**src/core/cmcs_consts.vh**
```
`ifndef CMCS_CONSTS_VH
`define CMCS_CONSTS_VH

// Register offsets on the plain register port
`define CMCS_OFF_CTRL1 4'h0
`define CMCS_OFF_CFG2 4'h1
`define CMCS_OFF_INTF 4'h2
`define CMCS_OFF_TXCTL 4'h3

// Control register fields
`define CMCS_REQ_HI 10
`define CMCS_REQ_LO 8
`define CMCS_CUR_HI 7
`define CMCS_CUR_LO 5
`define CMCS_WAKE_FILTER_ENABLE_BIT 14

// Transmit control fields
`define CMCS_TX_REQUEST_BIT_BIT 0
`define CMCS_TX_ABORTED_FLAG_BIT 1

// Interrupt flag fields
`define CMCS_IVR_BIT 7
`define CMCS_WAK_BIT 6
`define CMCS_ERR_BIT 5
`define CMCS_LOW_MASK 8'hEF

// Mode encodings
`define CMCS_MODE_NORMAL 3'h0
`define CMCS_MODE_DISABLE 3'h1
`define CMCS_MODE_LOOP 3'h2
`define CMCS_MODE_LISTEN 3'h3
`define CMCS_MODE_INIT 3'h4
`define CMCS_MODE_ALL 3'h7

// Reset values
`define CMCS_CTRL1_RST 3'h4

// Timing: bus idle bits, bit time, wake filter time
`define CMCS_IDLE_BITS 4'hB
`define CMCS_BIT_NS 1000
`define CMCS_CLK_NS 10
`define CMCS_WAKE_NS 500

`endif

```
**src/core/cmcs_mode_ctrl.v**
```verilog
`timescale 1ns/10ps
`include "cmcs_consts.vh"

// Behaviour
// - Disable mode: no transmit, no receive
// - Disable mode still sets wake flag
// - Disable keeps flags and error counters
// - Disable request waits eleven recessive bits
// - Current mode bits 7:5 read 001
// - Disable mode releases pins to I/O
// - Wake filter bit 14 filters wake detection while asleep
// - New transmission waits eleven idle bits
// - Disable during wait aborts transmission
// - Code 000 selects normal bus mode
// - Listen-only: transmit pin to port I/O
// - Listen-only sends no error or ack
// - Listen-only freezes error counters
// - Code 111 ignores errors, accepts all
// - Listen-all stores partial frame data
// - Loopback routes transmit to receive internally
// - Status bits 13:8 show error states
// - Mode changes only after idle bus, or at once from disable or init
module cmcs_mode_ctrl (
  input wire clk, // System clock
  input wire rst, // Synchronous reset
  input wire [3:0] reg_addr, // Register index
  input wire [15:0] reg_wdata, // Write data
  input wire reg_wr, // Write strobe
  input wire reg_rd, // Read strobe
  output reg [15:0] reg_rdata, // Read data, one cycle later
  input wire bus_receive_pin, // Receive pin level
  output wire bus_transmit_pin, // Transmit pin level
  output wire bus_transmit_oe, // Transmit pin driven by block
  output wire bus_receive_owned, // Receive pin used by block
  input wire sleep_active, // Block or processor asleep
  input wire core_tx, // Protocol engine transmit bit
  output wire core_rx, // Receive bit to protocol engine
  output wire core_tx_enable, // Engine may transmit
  output wire core_rx_enable, // Engine may receive
  output wire core_err_frame_en, // Engine may send error frames
  output wire core_ack_en, // Engine may send acknowledge
  output wire core_cnt_en, // Error counters may count
  output wire core_ignore_err, // Ignore all errors
  output wire core_store_partial, // Store frame data on error
  output wire core_tx_start, // Pending transmission may start
  input wire [5:0] err_state, // Bus-off..warning levels
  input wire [7:0] event_set, // Hardware event pulses, low byte
  output wire [2:0] current_op_mode // Entered mode
);

  localparam integer BIT_CYC = `CMCS_BIT_NS / `CMCS_CLK_NS;
  localparam integer WAKE_CYC = `CMCS_WAKE_NS / `CMCS_CLK_NS;

  reg rx_meta_reg;
  reg rx_sync_reg;
  reg [2:0] requested_op_mode_reg;
  reg [2:0] cur_mode_reg;
  reg wake_filter_enable_reg;
  reg tx_request_bit_reg;
  reg tx_aborted_flag_reg;
  reg tx_wait_reg;
  reg [7:0] flags_reg;
  reg [5:0] err_prev_reg;
  reg [6:0] bit_cnt_reg;
  reg [3:0] idle_cnt_reg;
  reg [6:0] wake_cnt_reg;
  reg rx_prev_reg;
  // Per-mode permission table
  reg mode_tx_oe;
  reg mode_rx_own;
  reg mode_tx_en;
  reg mode_rx_en;
  reg mode_err_en;
  reg mode_ack_en;
  reg mode_cnt_en;
  wire bit_tick;
  wire rx_line;
  wire bus_idle;
  wire mode_active;
  wire is_dis;
  wire is_loop;
  wire is_all;
  wire is_init;
  wire wake_raw;
  wire wake_hit;
  wire err_rise;
  wire [7:0] clr_mask;
  wire abort_now;

  // Receive pin synchroniser
  always @(posedge clk)
  begin
    if (rst)
    begin
      rx_meta_reg <= 1'b1;
      rx_sync_reg <= 1'b1;
    end
    else
    begin
      rx_meta_reg <= bus_receive_pin;
      rx_sync_reg <= rx_meta_reg;
    end
  end

  // Mode decode
  assign is_dis = (cur_mode_reg == `CMCS_MODE_DISABLE);
  assign is_loop = (cur_mode_reg == `CMCS_MODE_LOOP);
  assign is_all = (cur_mode_reg == `CMCS_MODE_ALL);
  assign is_init = (cur_mode_reg == `CMCS_MODE_INIT);
  assign mode_active = ~is_dis & ~is_init;

  // Internal loop replaces the pin in loopback
  assign rx_line = is_loop ? core_tx : rx_sync_reg;

  // Bit-time enable pulse
  assign bit_tick = (bit_cnt_reg == BIT_CYC - 1);

  // Dominant level restarts the bit so idle spans whole bits
  always @(posedge clk)
  begin
    if (rst || bit_tick || !rx_line)
      bit_cnt_reg <= 7'h00;
    else
      bit_cnt_reg <= bit_cnt_reg + 7'h01;
  end

  // Count consecutive recessive bits for idle detection
  always @(posedge clk)
  begin
    if (rst)
      idle_cnt_reg <= 4'h0;
    else if (!rx_line)
      idle_cnt_reg <= 4'h0;
    else if (bit_tick && idle_cnt_reg != `CMCS_IDLE_BITS)
      idle_cnt_reg <= idle_cnt_reg + 4'h1;
  end

  assign bus_idle = (idle_cnt_reg == `CMCS_IDLE_BITS);

  // Wake detection, optional low-pass filter while asleep
  assign wake_raw = ~rx_sync_reg;

  // Dominant run length for the wake filter
  always @(posedge clk)
  begin
    if (rst || !wake_raw)
      wake_cnt_reg <= 7'h00;
    else if (wake_cnt_reg != WAKE_CYC)
      wake_cnt_reg <= wake_cnt_reg + 7'h01;
  end

  assign wake_hit = (wake_filter_enable_reg && sleep_active) ?
    (wake_cnt_reg == WAKE_CYC - 1) :
    (wake_raw && rx_prev_reg);

  // Previous pin level, idle recessive after reset
  always @(posedge clk)
  begin
    if (rst)
      rx_prev_reg <= 1'b1;
    else
      rx_prev_reg <= ~wake_raw;
  end

  // Mode change only on an idle bus or when inactive
  always @(posedge clk)
  begin
    if (rst)
      cur_mode_reg <= `CMCS_CTRL1_RST;
    else if (requested_op_mode_reg != cur_mode_reg &&
             (bus_idle || !mode_active))
      cur_mode_reg <= requested_op_mode_reg;
  end

  // Transmit wait and abort on disable request
  assign abort_now = tx_wait_reg &&
    requested_op_mode_reg == `CMCS_MODE_DISABLE;

  always @(posedge clk)
  begin
    if (rst)
    begin
      tx_request_bit_reg <= 1'b0;
      tx_aborted_flag_reg <= 1'b0;
      tx_wait_reg <= 1'b0;
    end
    else
    begin
      if (abort_now)
      begin
        tx_request_bit_reg <= 1'b0;
        tx_aborted_flag_reg <= 1'b1;
        tx_wait_reg <= 1'b0;
      end
      else
      begin
        if (reg_wr && reg_addr == `CMCS_OFF_TXCTL)
        begin
          tx_request_bit_reg <= reg_wdata[`CMCS_TX_REQUEST_BIT_BIT];
          tx_aborted_flag_reg <= tx_aborted_flag_reg &
            reg_wdata[`CMCS_TX_ABORTED_FLAG_BIT];
          // Clearing the request also drops a pending wait
          tx_wait_reg <= reg_wdata[`CMCS_TX_REQUEST_BIT_BIT] &&
            (tx_wait_reg || !tx_request_bit_reg);
        end
        if (tx_wait_reg && bus_idle)
          tx_wait_reg <= 1'b0;
      end
    end
  end

  // Control and configuration writes
  always @(posedge clk)
  begin
    if (rst)
    begin
      requested_op_mode_reg <= `CMCS_CTRL1_RST;
      wake_filter_enable_reg <= 1'b0;
    end
    else if (reg_wr)
    begin
      if (reg_addr == `CMCS_OFF_CTRL1)
        requested_op_mode_reg <=
          reg_wdata[`CMCS_REQ_HI:`CMCS_REQ_LO];
      if (reg_addr == `CMCS_OFF_CFG2)
        wake_filter_enable_reg <= reg_wdata[`CMCS_WAKE_FILTER_ENABLE_BIT];
    end
  end

  // Event flags: set wins, zero write clears, disable keeps them
  assign err_rise = |(err_state & ~err_prev_reg);
  assign clr_mask = (reg_wr && reg_addr == `CMCS_OFF_INTF) ?
    ~reg_wdata[7:0] : 8'h00;

  always @(posedge clk)
  begin
    if (rst)
    begin
      flags_reg <= 8'h00;
      err_prev_reg <= 6'h00;
    end
    else
    begin
      err_prev_reg <= err_state;
      flags_reg <= ((flags_reg & ~clr_mask) | event_set |
        {1'b0, wake_hit, err_rise, 5'h00}) & `CMCS_LOW_MASK;
    end
  end

  // Register read-back, one cycle after the strobe
  always @(posedge clk)
  begin
    if (rst)
      reg_rdata <= 16'h0000;
    else if (reg_rd)
    begin
      case (reg_addr)
        `CMCS_OFF_CTRL1:
          reg_rdata <= {5'h00, requested_op_mode_reg,
            cur_mode_reg, 5'h00};
        `CMCS_OFF_CFG2:
          reg_rdata <= {1'b0, wake_filter_enable_reg, 14'h0000};
        `CMCS_OFF_INTF:
          reg_rdata <= {2'h0, err_state, flags_reg};
        `CMCS_OFF_TXCTL:
          reg_rdata <= {14'h0000, tx_aborted_flag_reg,
            tx_request_bit_reg};
        default:
          reg_rdata <= 16'h0000;
      endcase
    end
  end

  // Pin ownership and engine permissions per entered mode
  always @*
  begin
    mode_tx_oe = 1'b0;
    mode_rx_own = 1'b0;
    mode_tx_en = 1'b0;
    mode_rx_en = 1'b0;
    mode_err_en = 1'b0;
    mode_ack_en = 1'b0;
    mode_cnt_en = 1'b0;
    case (cur_mode_reg)
      `CMCS_MODE_NORMAL:
      begin
        mode_tx_oe = 1'b1;
        mode_rx_own = 1'b1;
        mode_tx_en = 1'b1;
        mode_rx_en = 1'b1;
        mode_err_en = 1'b1;
        mode_ack_en = 1'b1;
        mode_cnt_en = 1'b1;
      end
      `CMCS_MODE_LISTEN:
      begin
        mode_rx_own = 1'b1;
        mode_rx_en = 1'b1;
      end
      `CMCS_MODE_ALL:
      begin
        mode_tx_oe = 1'b1;
        mode_rx_own = 1'b1;
        mode_tx_en = 1'b1;
        mode_rx_en = 1'b1;
        mode_ack_en = 1'b1;
      end
      `CMCS_MODE_LOOP:
      begin
        mode_tx_en = 1'b1;
        mode_rx_en = 1'b1;
        mode_err_en = 1'b1;
        mode_ack_en = 1'b1;
        mode_cnt_en = 1'b1;
      end
      default:
      begin
        mode_tx_oe = 1'b0;
        mode_rx_en = 1'b0;
      end
    endcase
  end

  // Module outputs from the permission table
  assign bus_transmit_oe = mode_tx_oe;
  assign bus_transmit_pin = mode_tx_oe ? core_tx : 1'b1;
  assign bus_receive_owned = mode_rx_own;
  assign core_rx = rx_line;
  assign core_tx_enable = mode_tx_en;
  assign core_rx_enable = mode_rx_en;
  assign core_err_frame_en = mode_err_en;
  assign core_ack_en = mode_ack_en;
  assign core_cnt_en = mode_cnt_en;
  assign core_ignore_err = is_all;
  assign core_store_partial = is_all;
  assign core_tx_start = tx_request_bit_reg && !tx_wait_reg &&
    mode_tx_en;
  assign current_op_mode = cur_mode_reg;

endmodule // cmcs_mode_ctrl

```
**config.mk**
```make
export PLATFORM = sky130hd
export DESIGN_NAME = cmcs_mode_ctrl
export DESIGN_NICKNAME = d
export VERILOG_FILES = /design/src/core/cmcs_mode_ctrl.v
export VERILOG_INCLUDE_DIRS = /design/src /design/src/core
export SDC_FILE = /design/constraint.sdc
export NUM_CORES = 1
export LEC_CHECK = 0
export ABC_AREA = 1
export BUFFER_PORTS_ARGS = -buffer_cell sky130_fd_sc_hd__buf_4
export CORE_MARGIN = 2
export CORE_UTILIZATION = 41
export CTS_CLUSTER_DIAMETER = 50
export DETAILED_ROUTE_END_ITERATION = 10
export PLACE_DENSITY = 0.72
export SLEW_MARGIN = 20
export SYNTH_ARGS = -nofsm -noshare
export SYNTH_HDL_FRONTEND = slang
export SYNTH_SLANG_ARGS = --single-unit
```
**constraint.sdc**
```tcl
create_clock -name clk -period 2.1 [get_ports clk]
set_input_delay 0.42 -clock clk [delete_from_list [all_inputs] [get_ports clk]]
set_output_delay 0.42 -clock clk [all_outputs]
set_load 0.02 [all_outputs]
```
==> parameters.txt <==
Parameter                              Value

Run status
  Result of the run ... finished, final reports clean

GRT
  Global-route total usage across every layer ... 0.180
  Global-route wire length before repair ... around 10000 um
  Largest net degree at the start of global routing ... 32
  Number of global-route vias before repair ... 2375
  Overflow left after global routing ... 0
  Initial antenna violation count ... 0

Routing
  Drt first pass iters ... 4
  Detailed Route Iter0 Violations ... 136
  Post-route DRC ... 0
  Antenna-violating nets left ... 0
  Via/cell ratio ... 4.83
  Total number of vias ... 2536
  Drt wl/cell ... around 12 um
  Total wire length after detailed routing ... about 6000 um

Die
  Top-Level Pins ... 72
  Die Wd ... between 80 and 90 um
  Effective utilization at floorplan ... 0.427
  Core region area ... between 6000 and 7000 sq um
  DIE AREA ... approximately 7300 sq um
  Die Span Y ... roughly 86 um
  Number of placement rows ... 29

Worst hold path
  Kind of path behind the tightest hold check ... input pin to flop

Power and ir drop
  Part of the total power dissipated in sequential elements ... 0.449
  Leakage power figure ... between 1.5 and 2 nW
  Switching power ... approximately 0.00072 W
  Part of the power in combinational logic ... 0.174
  Proportion of power drawn by the clock network ... 0.377
  Worst VDD drop ... about 480 uV
  Cell internal power dissipation ... a little under 0.002 W
  Fraction of power spent switching nets ... 0.272
  Power density normalized to cell area ... between 700 and 800 nW/um^2

CTS
  Number of levels the H-tree was split into ... 3
  Latest clock arrival within the worst-skew pair ... between 300 and 400 ps
  TritonCTS Sinks ... 58
  Max clock buf depth ... 2
  Number of buffers created by CTS ... 9
  Root buf cell ... sky130_fd_sc_hd__clkbuf_8
  Clock slew at reported path FFs ... roughly 60 ps
  CTS tree ... built

Synth
  Synth Register Bits ... 58
  Post-synthesis area per instance ... between 7 and 8 sq um
  Count of distinct cell types in the synthesized netlist ... 28
  Post-synthesis instance area ... 2730 sq um
  Sequential-to-total area share from yosys stat ... 0.426
  Post-Synthesis Cells ... between 300 and 400
  Synth Warn # ... 0

Place
  Placer's final routability congestion estimate ... a little over 0.8
  Post-detail-place hpwl ... 4560 um
  Count of input and output buffers ... 63
  Cell Count Post-Placement ... between 500 and 600

Critical path
  Highest net fanout along the worst path ... 6
  Endpoint required time on the critical path ... about 1700 ps
  Arrival time of data at the critical path endpoint ... 1530 ps
  CP max-delay cell ... sky130_fd_sc_hd__dfxtp_1
  Cells along the critical path ... nand2_1, o21ai_1, nand3_1, inv_1, buf_4
  Top cell family by delay on the critical path ... flip-flops
  Startpoint-to-endpoint class of the critical path ... flop to output pin
  Slowest stage delay, CP ... 480 ps
  Critical Path End Type ... output pin
  CP Launch Type ... flop
  Worst Path Buf+Inv ... 2

Final layout
  Final cell count without fillers ... 525
  Area taken by flip-flops and latches ... 1160 sq um
  Max reg flops ... 14
  Number of nets in the finished design ... 491
  N_diodes ... 0
  Top reg by flops ... reg_rdata
  Area of the multi-input gates ... approximately 1300 sq um
  Ratio of cells with drive above 1 in the final layout ... 0.214
  Filler Cell Count ... roughly 630
  Layout area overhead ... 25.0%

Timing
  Final setup violation count ... 0
  Final critical delay including setup and external delays ... about 2000 ps
  Final count of pins violating max slew ... 0
  Share of the cycle needed by the critical path after routing ... 0.929
  Number of hold violations in the final report ... 0
  Unrepaired setup endpoints after global routing ... false
  Maximum frequency from static timing analysis ... 513 MHz
  Maximum clock skew at final layout ... slightly above 7 ps
  Setup TNS after final layout ... 0 ps

Job
  Max-cap violations ... 0
[cell families (layout without fill, tap and decap cells)]
group / after synthesis / count (layout) / share of synthesized area
xor gates and xnor gates: 3 / 3 / 0.00964
other: 1 / 2 / 0.00138
and+or+nand+nor: 197 / 197 / 0.332
buffers and inverters: 67 / 130 / 0.105
AOI/OAI and AO/OA: 53 / 53 / 0.103
DFF: 58 / 58 / 0.426
adders and majority gates: 5 / 5 / 0.0229
[synthesized netlist by cell type]
cell type                  number  area, sq um
sky130_fd_sc_hd__a21oi_1       36          180
sky130_fd_sc_hd__a21oi_2        3         26.3
sky130_fd_sc_hd__buf_1          1         3.75
sky130_fd_sc_hd__buf_2          4         20.0
sky130_fd_sc_hd__buf_4          6         45.0
sky130_fd_sc_hd__buf_6          1         11.3
sky130_fd_sc_hd__clkbuf_1       3         11.3
sky130_fd_sc_hd__conb_1         1         3.75
sky130_fd_sc_hd__dfxtp_1       58         1160
sky130_fd_sc_hd__ha_1           5         62.6
sky130_fd_sc_hd__inv_1         51          191
sky130_fd_sc_hd__inv_2          1         3.75
sky130_fd_sc_hd__nand2_1       92          345
sky130_fd_sc_hd__nand2_2        1         6.26
sky130_fd_sc_hd__nand3_1       38          190
sky130_fd_sc_hd__nand3_2        4         40.0
sky130_fd_sc_hd__nand3b_1       4         30.0
sky130_fd_sc_hd__nand4_1       10         62.6
sky130_fd_sc_hd__nor2_1        38          143
sky130_fd_sc_hd__nor2_4         4         45.0
sky130_fd_sc_hd__nor3_2         1         10.0
sky130_fd_sc_hd__nor3b_1        2         15.0
sky130_fd_sc_hd__o21ai_0       12         60.1
sky130_fd_sc_hd__o21ai_1        1         5.00
sky130_fd_sc_hd__o21ai_2        1         8.76
sky130_fd_sc_hd__or2_2          3         18.8
sky130_fd_sc_hd__xnor2_1        1         8.76
sky130_fd_sc_hd__xor2_1         2         17.5
[path summary, 6_finish.rpt]
path	to	depth (start not counted)	start	slack (ps)
max reg2reg	idle_cnt_reg[1]$_SDFFE_PP0P_	5	idle_cnt_reg[0]$_SDFFE_PP0P_	780
min reg2reg	rx_sync_reg$_SDFF_PP1_	1	rx_meta_reg$_SDFF_PP1_	410
max	core_tx_start	5	current_op_mode[2]$_SDFFE_PP1P_	150
min	rx_meta_reg$_SDFF_PP1_	2	bus_receive_pin	270
[cell usage in the layout, fill, tap and decap left out, types with 3 or more instances in the layout]
cell type,count
sky130_fd_sc_hd__nor2_4,4
sky130_fd_sc_hd__nor2_1,38
sky130_fd_sc_hd__ha_1,5
sky130_fd_sc_hd__nand3b_1,4
sky130_fd_sc_hd__inv_1,51
sky130_fd_sc_hd__buf_4,64
sky130_fd_sc_hd__dfxtp_1,58
sky130_fd_sc_hd__nand3_1,38
sky130_fd_sc_hd__o21ai_0,11
sky130_fd_sc_hd__nand2_1,92
sky130_fd_sc_hd__or2_2,3
sky130_fd_sc_hd__clkbuf_8,11
sky130_fd_sc_hd__a21oi_1,36
sky130_fd_sc_hd__a21oi_2,3
sky130_fd_sc_hd__nand3_2,4
sky130_fd_sc_hd__nand4_1,10
[repair_timing]
item,in CTS,in global routing
setup buffers,0,0
gates resized for setup,1,0
hold buffers,0,0
endpoints found under the setup margin,1,0
[per-stage QoR]
step | hold WS (ps) | power (W) | cell area [sq um] | setup slack, ps | util
2_1_floorplan | 389 | 0.00149 | 2730 | 126 | -
3_5_place_dp | 393 | 0.00168 | 3220 | 350 | 0.504
6_report | 272 | 0.00265 | 3410 | 149 | 0.534
3_3_place_gp | 391 | 0.00167 | 3220 | 404 | 0.504
5_1_grt | 251 | 0.00279 | 3410 | 20.7 | 0.534
4_1_cts | 257 | 0.00268 | 3410 | 116 | 0.534
[layer usage]
metal  wire length (um)  GRT usage  vias up  share of wire
met2               2920      0.295       63           0.47
li1                   -          -     1342              -
met5                  0          0        -              0
met3                335     0.0481        6          0.055
met4                 46     0.0620        0         0.0075
met1               2840      0.228     1125           0.46
[power by group through the flow]
stage	registers (W)	clock network, W	logic, W
3_3_place_gp	0.00121	0	0.000456
4_1_cts	0.00119	0.00103	0.000466
5_1_grt	0.00120	0.00109	0.000510
2_1_floorplan	0.00123	0	0.000266
3_5_place_dp	0.00121	0	0.000463
6_report	0.00119	0.000998	0.000462
[area by class of cell]
class	count	area share
multi-input cells	260	0.376
flip-flops and latches	58	0.341
repair buffers	64	0.141
inverters	52	0.0573
clock buffers	11	0.0444
well taps	77	0.0283
clock inverters	3	0.0118
Note: power is estimated with default switching activity, not from simulation.
